File: src/rtl/clk_path_pkg.sv
// package: register map, field layout and codes for the input clock paths
package clk_path_pkg;

  // ----------------------------------------------------------------
  // register offsets
  // ----------------------------------------------------------------
  localparam int ADDR_W = 10;
  localparam int DATA_W = 8;
  localparam logic [9:0] OFF_CRYSTAL_PATH_CONFIG = 10'h300;
  localparam logic [9:0] OFF_CRYSTAL_AMP_STRENGTH = 10'h301;
  localparam logic [9:0] OFF_CRYSTAL_LOAD_CAPS = 10'h302;
  localparam logic [9:0] OFF_INPUT1_PATH_CONFIG = 10'h303;
  localparam logic [9:0] OFF_INPUT2_PATH_CONFIG = 10'h304;
  localparam logic [9:0] OFF_INPUT3_PATH_CONFIG = 10'h305;

  // ----------------------------------------------------------------
  // field positions and reset values
  // ----------------------------------------------------------------
  localparam int INVERT_BIT = 6;
  localparam int PRESCALE_LSB = 0;
  localparam int CAP_A_LSB = 0;
  localparam int CAP_B_LSB = 4;
  localparam logic [7:0] RESET_BYTE = 8'h00;
  localparam int NUM_PATHS = 4;
  localparam logic [2:0] IDX_UNMAPPED = 3'h7;
  localparam logic [2:0] IDX_AMP = 3'h4;
  localparam logic [2:0] IDX_CAPS = 3'h5;

  // ----------------------------------------------------------------
  // prescale codes
  // ----------------------------------------------------------------
  localparam logic [1:0] DIV1 = 2'h0;
  localparam logic [1:0] DIV2 = 2'h1;
  localparam logic [1:0] DIV4 = 2'h2;
  localparam logic [1:0] DIV8 = 2'h3;

  // per-path configuration held by the block
  typedef struct packed {
    logic input_invert;
    logic [1:0] input_prescale;
  } path_cfg_t;

  // one register access request
  typedef struct packed {
    logic wr_en;
    logic rd_en;
    logic [9:0] addr;
    logic [7:0] wdata;
  } reg_req_t;

  // one less than the edges between output toggles for a prescale code (div 1 unused)
  function automatic logic [1:0] toggle_limit(input logic [1:0] code);
    unique case (code)
      DIV2: toggle_limit = 2'h0;
      DIV4: toggle_limit = 2'h1;
      DIV8: toggle_limit = 2'h3;
      default: toggle_limit = 2'h0;
    endcase
  endfunction

endpackage

File: src/rtl/clk_prescaler.sv
// module: one input clock path with polarity select and prescaler
`timescale 1ns/1ps
`default_nettype none
module clk_prescaler
  import clk_path_pkg::*;
(
  // clock and reset
  input wire logic clk_sys,
  input wire logic reset_n,
  // path input and settings
  input wire logic clk_in,
  input wire logic input_invert,
  input wire logic [1:0] input_prescale,
  // prescaled clock
  output logic clk_out
);

  // ----------------------------------------------------------------
  // state
  // ----------------------------------------------------------------
  logic pol_clk; // input after polarity select
  logic prev_r; // last polarity-corrected sample
  logic prev_nxt;
  logic [1:0] cnt_r; // rising edges since last toggle
  logic [1:0] cnt_nxt;
  logic out_r;
  logic out_nxt;
  logic rise; // rising edge of the corrected input

  // polarity select sits ahead of the divider
  assign pol_clk = clk_in ^ input_invert;
  assign rise = pol_clk & ~prev_r;

  // next state: pass through or toggle on counted edges
  always_comb
  begin
    prev_nxt = pol_clk;
    cnt_nxt = cnt_r;
    out_nxt = out_r;
    if (input_prescale == DIV1)
    begin
      // undivided, one cycle of latency
      out_nxt = pol_clk;
      cnt_nxt = 2'h0;
    end
    else if (rise)
    begin
      // half a divided period has passed
      if (cnt_r >= toggle_limit(input_prescale))
      begin
        out_nxt = ~out_r;
        cnt_nxt = 2'h0;
      end
      else
      begin
        cnt_nxt = cnt_r + 2'h1;
      end
    end
  end

  // registers only
  always_ff @(posedge clk_sys or negedge reset_n)
  begin
    if (!reset_n)
    begin
      prev_r <= 1'b0;
      cnt_r <= 2'h0;
      out_r <= 1'b0;
    end
    else
    begin
      prev_r <= prev_nxt;
      cnt_r <= cnt_nxt;
      out_r <= out_nxt;
    end
  end

  assign clk_out = out_r;

  // ----------------------------------------------------------------
  // checks
  // ----------------------------------------------------------------
  pass_through_a: assert property (@(posedge clk_sys) disable iff (!reset_n)
    (input_prescale == DIV1) |=> (clk_out == $past(pol_clk)))
    else $error("undivided path does not follow corrected input");

  toggle_on_rise_a: assert property (@(posedge clk_sys) disable iff (!reset_n)
    ($past(input_prescale) != DIV1 && $changed(clk_out)) |-> $past(rise))
    else $error("divided clock toggled without an input rising edge");

  // the bound is the one in force when the count was made, so a ratio
  // change on the next edge cannot trip it; a count left high by a switch
  // to a smaller ratio is caught by the toggle at the next rising edge
  count_bound_a: assert property (@(posedge clk_sys) disable iff (!reset_n)
    (input_prescale != DIV1 && cnt_r <= toggle_limit(input_prescale))
      |=> (cnt_r <= toggle_limit($past(input_prescale))))
    else $error("prescale edge count ran past its limit");

endmodule
`default_nettype wire

File: src/rtl/input_clock_path_config.sv
// module: input clock path configuration registers and four clock paths
`timescale 1ns/1ps
`default_nettype none
module input_clock_path_config
  import clk_path_pkg::*;
(
  // clock and reset
  input wire logic clk_sys,
  input wire logic reset_n,
  // register access port
  input wire clk_path_pkg::reg_req_t reg_req,
  output logic [7:0] rd_data,
  output logic rd_valid,
  // clock inputs, sampled on clk_sys
  input wire logic crystal_pin_a,
  input wire logic [2:0] clock_input,
  // prescaled clocks toward the output banks
  output logic crystal_clk_out,
  output logic [2:0] input_clk_out,
  // crystal driver settings
  output logic [7:0] osc_amp_strength,
  output logic [3:0] crystal_pin_a_cap,
  output logic [3:0] crystal_pin_b_cap
);

  import clk_path_pkg::*;

  // ----------------------------------------------------------------
  // address decode
  // ----------------------------------------------------------------
  // path configs map to index 0..3, amp 4, caps 5, else unmapped
  function automatic logic [2:0] reg_index(input logic [9:0] addr);
    unique case (addr)
      OFF_CRYSTAL_PATH_CONFIG: reg_index = 3'h0;
      OFF_INPUT1_PATH_CONFIG: reg_index = 3'h1;
      OFF_INPUT2_PATH_CONFIG: reg_index = 3'h2;
      OFF_INPUT3_PATH_CONFIG: reg_index = 3'h3;
      OFF_CRYSTAL_AMP_STRENGTH: reg_index = IDX_AMP;
      OFF_CRYSTAL_LOAD_CAPS: reg_index = IDX_CAPS;
      default: reg_index = IDX_UNMAPPED;
    endcase
  endfunction

  // ----------------------------------------------------------------
  // register state
  // ----------------------------------------------------------------
  path_cfg_t cfg_r [NUM_PATHS]; // 0 crystal, 1..3 other inputs
  path_cfg_t cfg_nxt [NUM_PATHS];
  logic [7:0] amp_r; // amplifier control, passed straight out
  logic [7:0] amp_nxt;
  logic [7:0] caps_r; // load capacitor pair
  logic [7:0] caps_nxt;
  logic [7:0] rd_data_r; // read answer
  logic [7:0] rd_data_nxt;
  logic rd_valid_r; // one-cycle answer strobe
  logic rd_valid_nxt;
  logic [2:0] wr_idx; // decoded write target
  logic [2:0] rd_idx; // decoded read target

  assign wr_idx = reg_index(reg_req.addr);
  assign rd_idx = wr_idx;

  // next register values from the access port
  always_comb
  begin
    for (int i = 0; i < NUM_PATHS; i++)
    begin
      cfg_nxt[i] = cfg_r[i];
    end
    amp_nxt = amp_r;
    caps_nxt = caps_r;
    rd_data_nxt = rd_data_r;
    rd_valid_nxt = reg_req.rd_en;
    if (reg_req.wr_en)
    begin
      if (wr_idx < IDX_AMP)
      begin
        // only the documented fields are stored; the rest stay zero
        cfg_nxt[wr_idx[1:0]].input_invert = reg_req.wdata[INVERT_BIT];
        cfg_nxt[wr_idx[1:0]].input_prescale =
          reg_req.wdata[PRESCALE_LSB +: 2];
      end
      else if (wr_idx == IDX_AMP)
      begin
        // value is chosen by software from its crystal table
        amp_nxt = reg_req.wdata;
      end
      else if (wr_idx == IDX_CAPS)
      begin
        caps_nxt = reg_req.wdata;
      end
    end
    if (reg_req.rd_en)
    begin
      // reads see the value before a same-cycle write
      if (rd_idx < IDX_AMP)
      begin
        rd_data_nxt = RESET_BYTE;
        rd_data_nxt[INVERT_BIT] = cfg_r[rd_idx[1:0]].input_invert;
        rd_data_nxt[PRESCALE_LSB +: 2] = cfg_r[rd_idx[1:0]].input_prescale;
      end
      else if (rd_idx == IDX_AMP)
      begin
        rd_data_nxt = amp_r;
      end
      else if (rd_idx == IDX_CAPS)
      begin
        rd_data_nxt = caps_r;
      end
      else
      begin
        // unmapped addresses read as zero
        rd_data_nxt = RESET_BYTE;
      end
    end
  end

  // registers only
  always_ff @(posedge clk_sys or negedge reset_n)
  begin
    if (!reset_n)
    begin
      for (int i = 0; i < NUM_PATHS; i++)
      begin
        cfg_r[i] <= '0;
      end
      amp_r <= RESET_BYTE;
      caps_r <= RESET_BYTE;
      rd_data_r <= RESET_BYTE;
      rd_valid_r <= 1'b0;
    end
    else
    begin
      for (int i = 0; i < NUM_PATHS; i++)
      begin
        cfg_r[i] <= cfg_nxt[i];
      end
      amp_r <= amp_nxt;
      caps_r <= caps_nxt;
      rd_data_r <= rd_data_nxt;
      rd_valid_r <= rd_valid_nxt;
    end
  end

  assign rd_data = rd_data_r;
  assign rd_valid = rd_valid_r;
  assign osc_amp_strength = amp_r;
  // upper nibble drives pin b, lower nibble pin a
  assign crystal_pin_b_cap = caps_r[CAP_B_LSB +: 4];
  assign crystal_pin_a_cap = caps_r[CAP_A_LSB +: 4];

  // ----------------------------------------------------------------
  // clock paths
  // ----------------------------------------------------------------
  logic [3:0] path_in; // raw path inputs, crystal first
  logic [3:0] path_out; // prescaled path outputs
  logic [1:0] ratio [NUM_PATHS]; // effective prescale code per path

  assign path_in = {clock_input, crystal_pin_a};

  // crystal path has only two legal codes; the unused ones fall back
  // to undivided so a stray write cannot leave the path undefined
  always_comb
  begin
    for (int i = 0; i < NUM_PATHS; i++)
    begin
      ratio[i] = cfg_r[i].input_prescale;
    end
    ratio[0] = (cfg_r[0].input_prescale == DIV2) ? DIV2 : DIV1;
  end

  for (genvar g = 0; g < NUM_PATHS; g++)
  begin : g_path
    clk_prescaler clk_prescaler_i (
      .clk_sys(clk_sys),
      .reset_n(reset_n),
      .clk_in(path_in[g]),
      .input_invert(cfg_r[g].input_invert),
      .input_prescale(ratio[g]),
      .clk_out(path_out[g])
    );
  end

  assign crystal_clk_out = path_out[0];
  assign input_clk_out = path_out[3:1];

  // ----------------------------------------------------------------
  // checks
  // ----------------------------------------------------------------
  crystal_code_map_a: assert property (@(posedge clk_sys) disable iff (!reset_n)
    (reg_req.wr_en && reg_req.addr == OFF_CRYSTAL_PATH_CONFIG)
      |=> (ratio[0] == (($past(reg_req.wdata[1:0]) == DIV2) ? DIV2 : DIV1)))
    else $error("crystal prescale code not mapped to divide 1 or 2");

  load_cap_split_a: assert property (@(posedge clk_sys) disable iff (!reset_n)
    (reg_req.wr_en && reg_req.addr == OFF_CRYSTAL_LOAD_CAPS)
      |=> (crystal_pin_b_cap == $past(reg_req.wdata[7:4])
        && crystal_pin_a_cap == $past(reg_req.wdata[3:0])))
    else $error("load capacitor nibbles not split to pins b and a");

  invert_store_a: assert property (@(posedge clk_sys) disable iff (!reset_n)
    (reg_req.wr_en && reg_req.addr == OFF_INPUT2_PATH_CONFIG)
      |=> (cfg_r[2].input_invert == $past(reg_req.wdata[6])))
    else $error("polarity bit not taken from bit 6");

  input_prescale_a: assert property (@(posedge clk_sys) disable iff (!reset_n)
    (reg_req.wr_en && reg_req.addr == OFF_INPUT3_PATH_CONFIG)
      |=> (ratio[3] == $past(reg_req.wdata[1:0])))
    else $error("input prescale code not applied as written");

  read_answer_a: assert property (@(posedge clk_sys) disable iff (!reset_n)
    (reg_req.rd_en && reg_index(reg_req.addr) == IDX_UNMAPPED)
      |=> (rd_valid && rd_data == RESET_BYTE))
    else $error("unmapped read did not answer zero");

endmodule
`default_nettype wire

File: config.mk
export PLATFORM = sky130hd
export DESIGN_NAME = input_clock_path_config
export DESIGN_NICKNAME = d
export VERILOG_FILES = /design/src/rtl/clk_path_pkg.sv /design/src/rtl/clk_prescaler.sv /design/src/rtl/input_clock_path_config.sv
export SDC_FILE = /design/constraint.sdc
export NUM_CORES = 1
export LEC_CHECK = 0
export ABC_AREA = 1
export BUFFER_PORTS_ARGS = -buffer_cell sky130_fd_sc_hd__buf_2
export CAP_MARGIN = 20
export CELL_PAD_IN_SITES_DETAIL_PLACEMENT = 0
export CELL_PAD_IN_SITES_GLOBAL_PLACEMENT = 1
export CORE_UTILIZATION = 40
export CTS_CLUSTER_DIAMETER = 40
export DETAILED_ROUTE_END_ITERATION = 7
export PLACE_DENSITY = 0.82
export SYNTH_ARGS = -nofsm -noshare
export SYNTH_HDL_FRONTEND = slang
export SYNTH_SLANG_ARGS = --single-unit
export TNS_END_PERCENT = 10
File: constraint.sdc
create_clock -name clk_sys -period 1.99 [get_ports clk_sys]
set_clock_uncertainty 0.15 [all_clocks]
set_input_delay 0.2985 -clock clk_sys [delete_from_list [all_inputs] [get_ports clk_sys]]
set_output_delay 0.2985 -clock clk_sys [all_outputs]
set_load 0.02 [all_outputs]
==> results.yml <==
run_status:
  status: "finished, final reports clean"
run:
  max_cap_viol_count: 0
cells_and_area:
  final-instance-count-excl-fill: 451
  sequential_cell_area_mm2: 0.00128
  layout_common_cells: "sky130_fd_sc_hd__nand2_1, sky130_fd_sc_hd__buf_2, sky130_fd_sc_hd__dfrtp_1"
  num_antenna_cells: 0
  mostFrequentLayoutCell: "sky130_fd_sc_hd__nand2_1"
  final_layout_fill_cell_count: 638
  multi_input_comb_area_mm2: 0.00116
  areaGrowthSynthToFinish_pct: 17.7
  finish.net_count: 405
  drive_gt1_frac: 0.262
  fin_util: 0.489
worst_setup_path:
  startpoint_type: "flip-flop"
  critPathRequiredTime_ns: 2.04
  timing.critical_path.fanout_max: 4
  longest_individual_stage_delay_on_the_worst_path_ns: 0.43
  critPathSlowestCell: "sky130_fd_sc_hd__dfrtp_1"
  worstSetupEndpointType: "flip-flop"
  critical_path_arrival_ns: 1.69
  sequence_of_cells_on_the_critical_path: "or2_2, and2_1, inv_1, o21ai_0, nand2_1, xor2_1, nor2_1"
  criticalPathCategory: "reg -> reg"
drt:
  remaining_number_of_nets_flagged_by_the_antenna_check_after_routing: 0
  wl_um: 5340
  vias: 2115
  viasPerCell: 4.69
  avgRoutedWirePerCell_um: 11.8
  drt_pre_antenna_iters: 5
  drcViolationCount: 0
  drtIter0Drc: 102
synthesis:
  post_syn_nets: 349
  yosysWarnings: 0
  syn-instance-count: 317
  seq_area_frac_synth: 0.481
  syn_area_mm2: 0.00265
  synth.distinct_cells: 30
  post_synthesis_mean_instance_area_um2: 8.37
  ys_seq_elements: 51
global_route:
  grt_pass1_vias: 2106
  grt_start_max_net_pins: 31
  grt_remaining_overflow: 0
  grt_first_pass_wirelength_um: 9540
  number_of_antenna_violations_at_the_first_check_in_global_routing: 0
  grtUsageTotal: 0.171
timing:
  final-setup-viol-count: 0
  finalHoldWorstSlack_ns: 0.0173
  slew_viol_final: 0
  timing_worst_slew_pin_value_ns: 0.523
  finalHoldViolCount: 0
  fin_crit_ns: 1.63
  min_period_over_period: 0.821
  achievable-frequency_ghz: 0.612
  finalSetupTns_ns: 0
  grt_setup_unrepaired: "no"
  maxSlewHeadroom: 0.652
clock_tree:
  tritoncts: "done"
  cts.clk_slew.worst_paths_ns: 0.10
  htree_num_levels: 2
  clock_buffer_count_from_cts: 5
  ctsLongestPathBuffers: 2
  cts_root_buffer: "sky130_fd_sc_hd__clkbuf_8"
  post-cts-setup-buffers: 0
  cts_sinks: 51
  insertion_delay_ns: 0.31
floorplanning:
  die_w_um: 83.4
  rows: 29
  standard_cell_core_area_mm2: 0.00639
  start_util: 0.415
  boundary_pin_count: 55
  die_span_in_y_um: 83.4
  die_area_mm2: 0.00696
power_and_ir_drop:
  power_leakage_nw: 1.66
  vdd_drop_max_mv: 0.280
  p_per_area_mw_per_mm2: 635
worst_hold_path:
  worstHoldPathType: "in -> reg"
place:
  globalplace.congestion: 0.798
  dp_hpwl_um: 4120
  io_port_bufs: 54
  place.detailed.instances: 442
-- sequential cells by signal (all words and copies together), names as in the netlist --
register and flops:
rd_data 8, osc_amp_strength 8, cfg_r 12, rd_valid 1
g_path.clk_prescaler_i.prev_r 4, g_path.clk_prescaler_i.cnt_r 6, g_path.clk_prescaler_i.clk_out 4, caps_r 8
-- path summary, 6_finish.rpt --
path	cells after the start	slack (ns)	to	from
hold / removal	1	0.02	rd_valid$_DFF_PN0_	reg_req[18]
max in group asynchronous	3	0.81	caps_r[1]$_DFFE_PN0P_	reset_n
setup / recovery	7	0.36	g_path[2].clk_prescaler_i.cnt_r[1]$_DFFE_PN0P_	cfg_r[5]$_DFFE_PN0P_
hold reg to reg	2	0.34	rd_data[3]$_DFFE_PN0P_	rd_data[3]$_DFFE_PN0P_
min in group asynchronous	2	0.34	g_path[3].clk_prescaler_i.prev_r$_DFF_PN0_	reset_n
setup reg to reg	7	0.36	g_path[2].clk_prescaler_i.cnt_r[1]$_DFFE_PN0P_	cfg_r[5]$_DFFE_PN0P_
-- through the flow --
| step | cell area (µm²) | power [mW] | worst slack, ns |
|---|---|---|---|
| detailed placement | 3000 | 1.26 | 0.155 |
| finish | 3120 | 1.98 | 0.357 |
| global placement | 3000 | 1.26 | 0.181 |
| global route | 3120 | 2.08 | 0.174 |
| floorplan | 2650 | 1.18 | 0.384 |
| CTS | 3120 | 2.01 | 0.344 |
-- cell usage after synthesis --
cell                       instances  area share
sky130_fd_sc_hd__nand2_1          92        0.13
sky130_fd_sc_hd__dfrtp_1          51        0.48
sky130_fd_sc_hd__inv_1            38       0.054
sky130_fd_sc_hd__nor2_1           18       0.025
sky130_fd_sc_hd__o21ai_0          17       0.032
sky130_fd_sc_hd__nand3_1          13       0.025
sky130_fd_sc_hd__o21ai_1          12       0.023
sky130_fd_sc_hd__o21ai_2           8       0.026
sky130_fd_sc_hd__nand4_1           7       0.017
sky130_fd_sc_hd__ha_1              6       0.028
sky130_fd_sc_hd__a22o_1            5       0.017
sky130_fd_sc_hd__inv_2             5      0.0071
sky130_fd_sc_hd__nand2_2           5       0.012
sky130_fd_sc_hd__xor2_1            5       0.017
sky130_fd_sc_hd__nand3_2           4       0.015
sky130_fd_sc_hd__or2_2             4      0.0094
sky130_fd_sc_hd__a21oi_1           3      0.0057
sky130_fd_sc_hd__a31oi_1           3      0.0071
sky130_fd_sc_hd__buf_4             3      0.0085
sky130_fd_sc_hd__clkbuf_1          3      0.0042
sky130_fd_sc_hd__and2_1            2      0.0047
sky130_fd_sc_hd__nand2_4           2      0.0085
sky130_fd_sc_hd__nor2_2            2      0.0047
sky130_fd_sc_hd__nor2_8            2       0.015
sky130_fd_sc_hd__xnor2_1           2      0.0066
sky130_fd_sc_hd__buf_2             1      0.0019
sky130_fd_sc_hd__buf_6             1      0.0042
sky130_fd_sc_hd__mux2_2            1      0.0042
sky130_fd_sc_hd__nor2_4            1      0.0042
sky130_fd_sc_hd__o21a_1            1      0.0028
-- cell type report --
class,count,share of cell area
clock buffer,5,0.0220
clock inverter,3,0.0148
inverter,43,0.0517
multi-input combinational,215,0.373
sequential,51,0.409
tap,77,0.0309
timing repair buffer,57,0.0986
-- per-layer routing --
metal  vias to the layer above  global-route usage  part of all wire
met3                         6              0.0378             0.051
met5                         -                   0                 0
met4                         0              0.0508             0.015
met1                       947               0.218              0.46
met2                        48               0.291              0.48
li1                       1114                   -                 -
-- timing repair --
action                    CTS  global route
gates resized for setup     0             0
hold buffers                1             0
hold endpoints to repair   21             0
-- where the power goes --
group          switching, mW  total (mW)  internal (mW)
registers             0.0144        1.07           1.06
clock network          0.366       0.745          0.379
logic                  0.107       0.167         0.0592
total                  0.488        1.98           1.49
-- kinds of logic (layout without fill, tap and decap cells) --
| group | after synthesis | count (layout) | share of synthesized area |
|---|---|---|---|
| AO/OA/AOI/OAI | 49 | 49 | 0.113 |
| XOR/XNOR | 7 | 7 | 0.0231 |
| adder cells (fa/ha/maj) | 6 | 6 | 0.0283 |
| buffers and inverters | 51 | 108 | 0.0797 |
| flip-flops | 51 | 51 | 0.481 |
| multiplexers | 1 | 1 | 0.00424 |
| AND/OR/NAND/NOR | 152 | 152 | 0.270 |
-- critical path: cells and delay by family (launching register included) --
| kind | cells | cell delay (ns) |
|---|---|---|
| AND/OR/NAND/NOR | 4 | 0.62 |
| buffers and inverters | 1 | 0.05 |
| AO/OA/AOI/OAI | 1 | 0.14 |
| flip-flops | 1 | 0.43 |
| XOR/XNOR | 1 | 0.15 |
No activity file was read; power rests on OpenSTA's default activity.
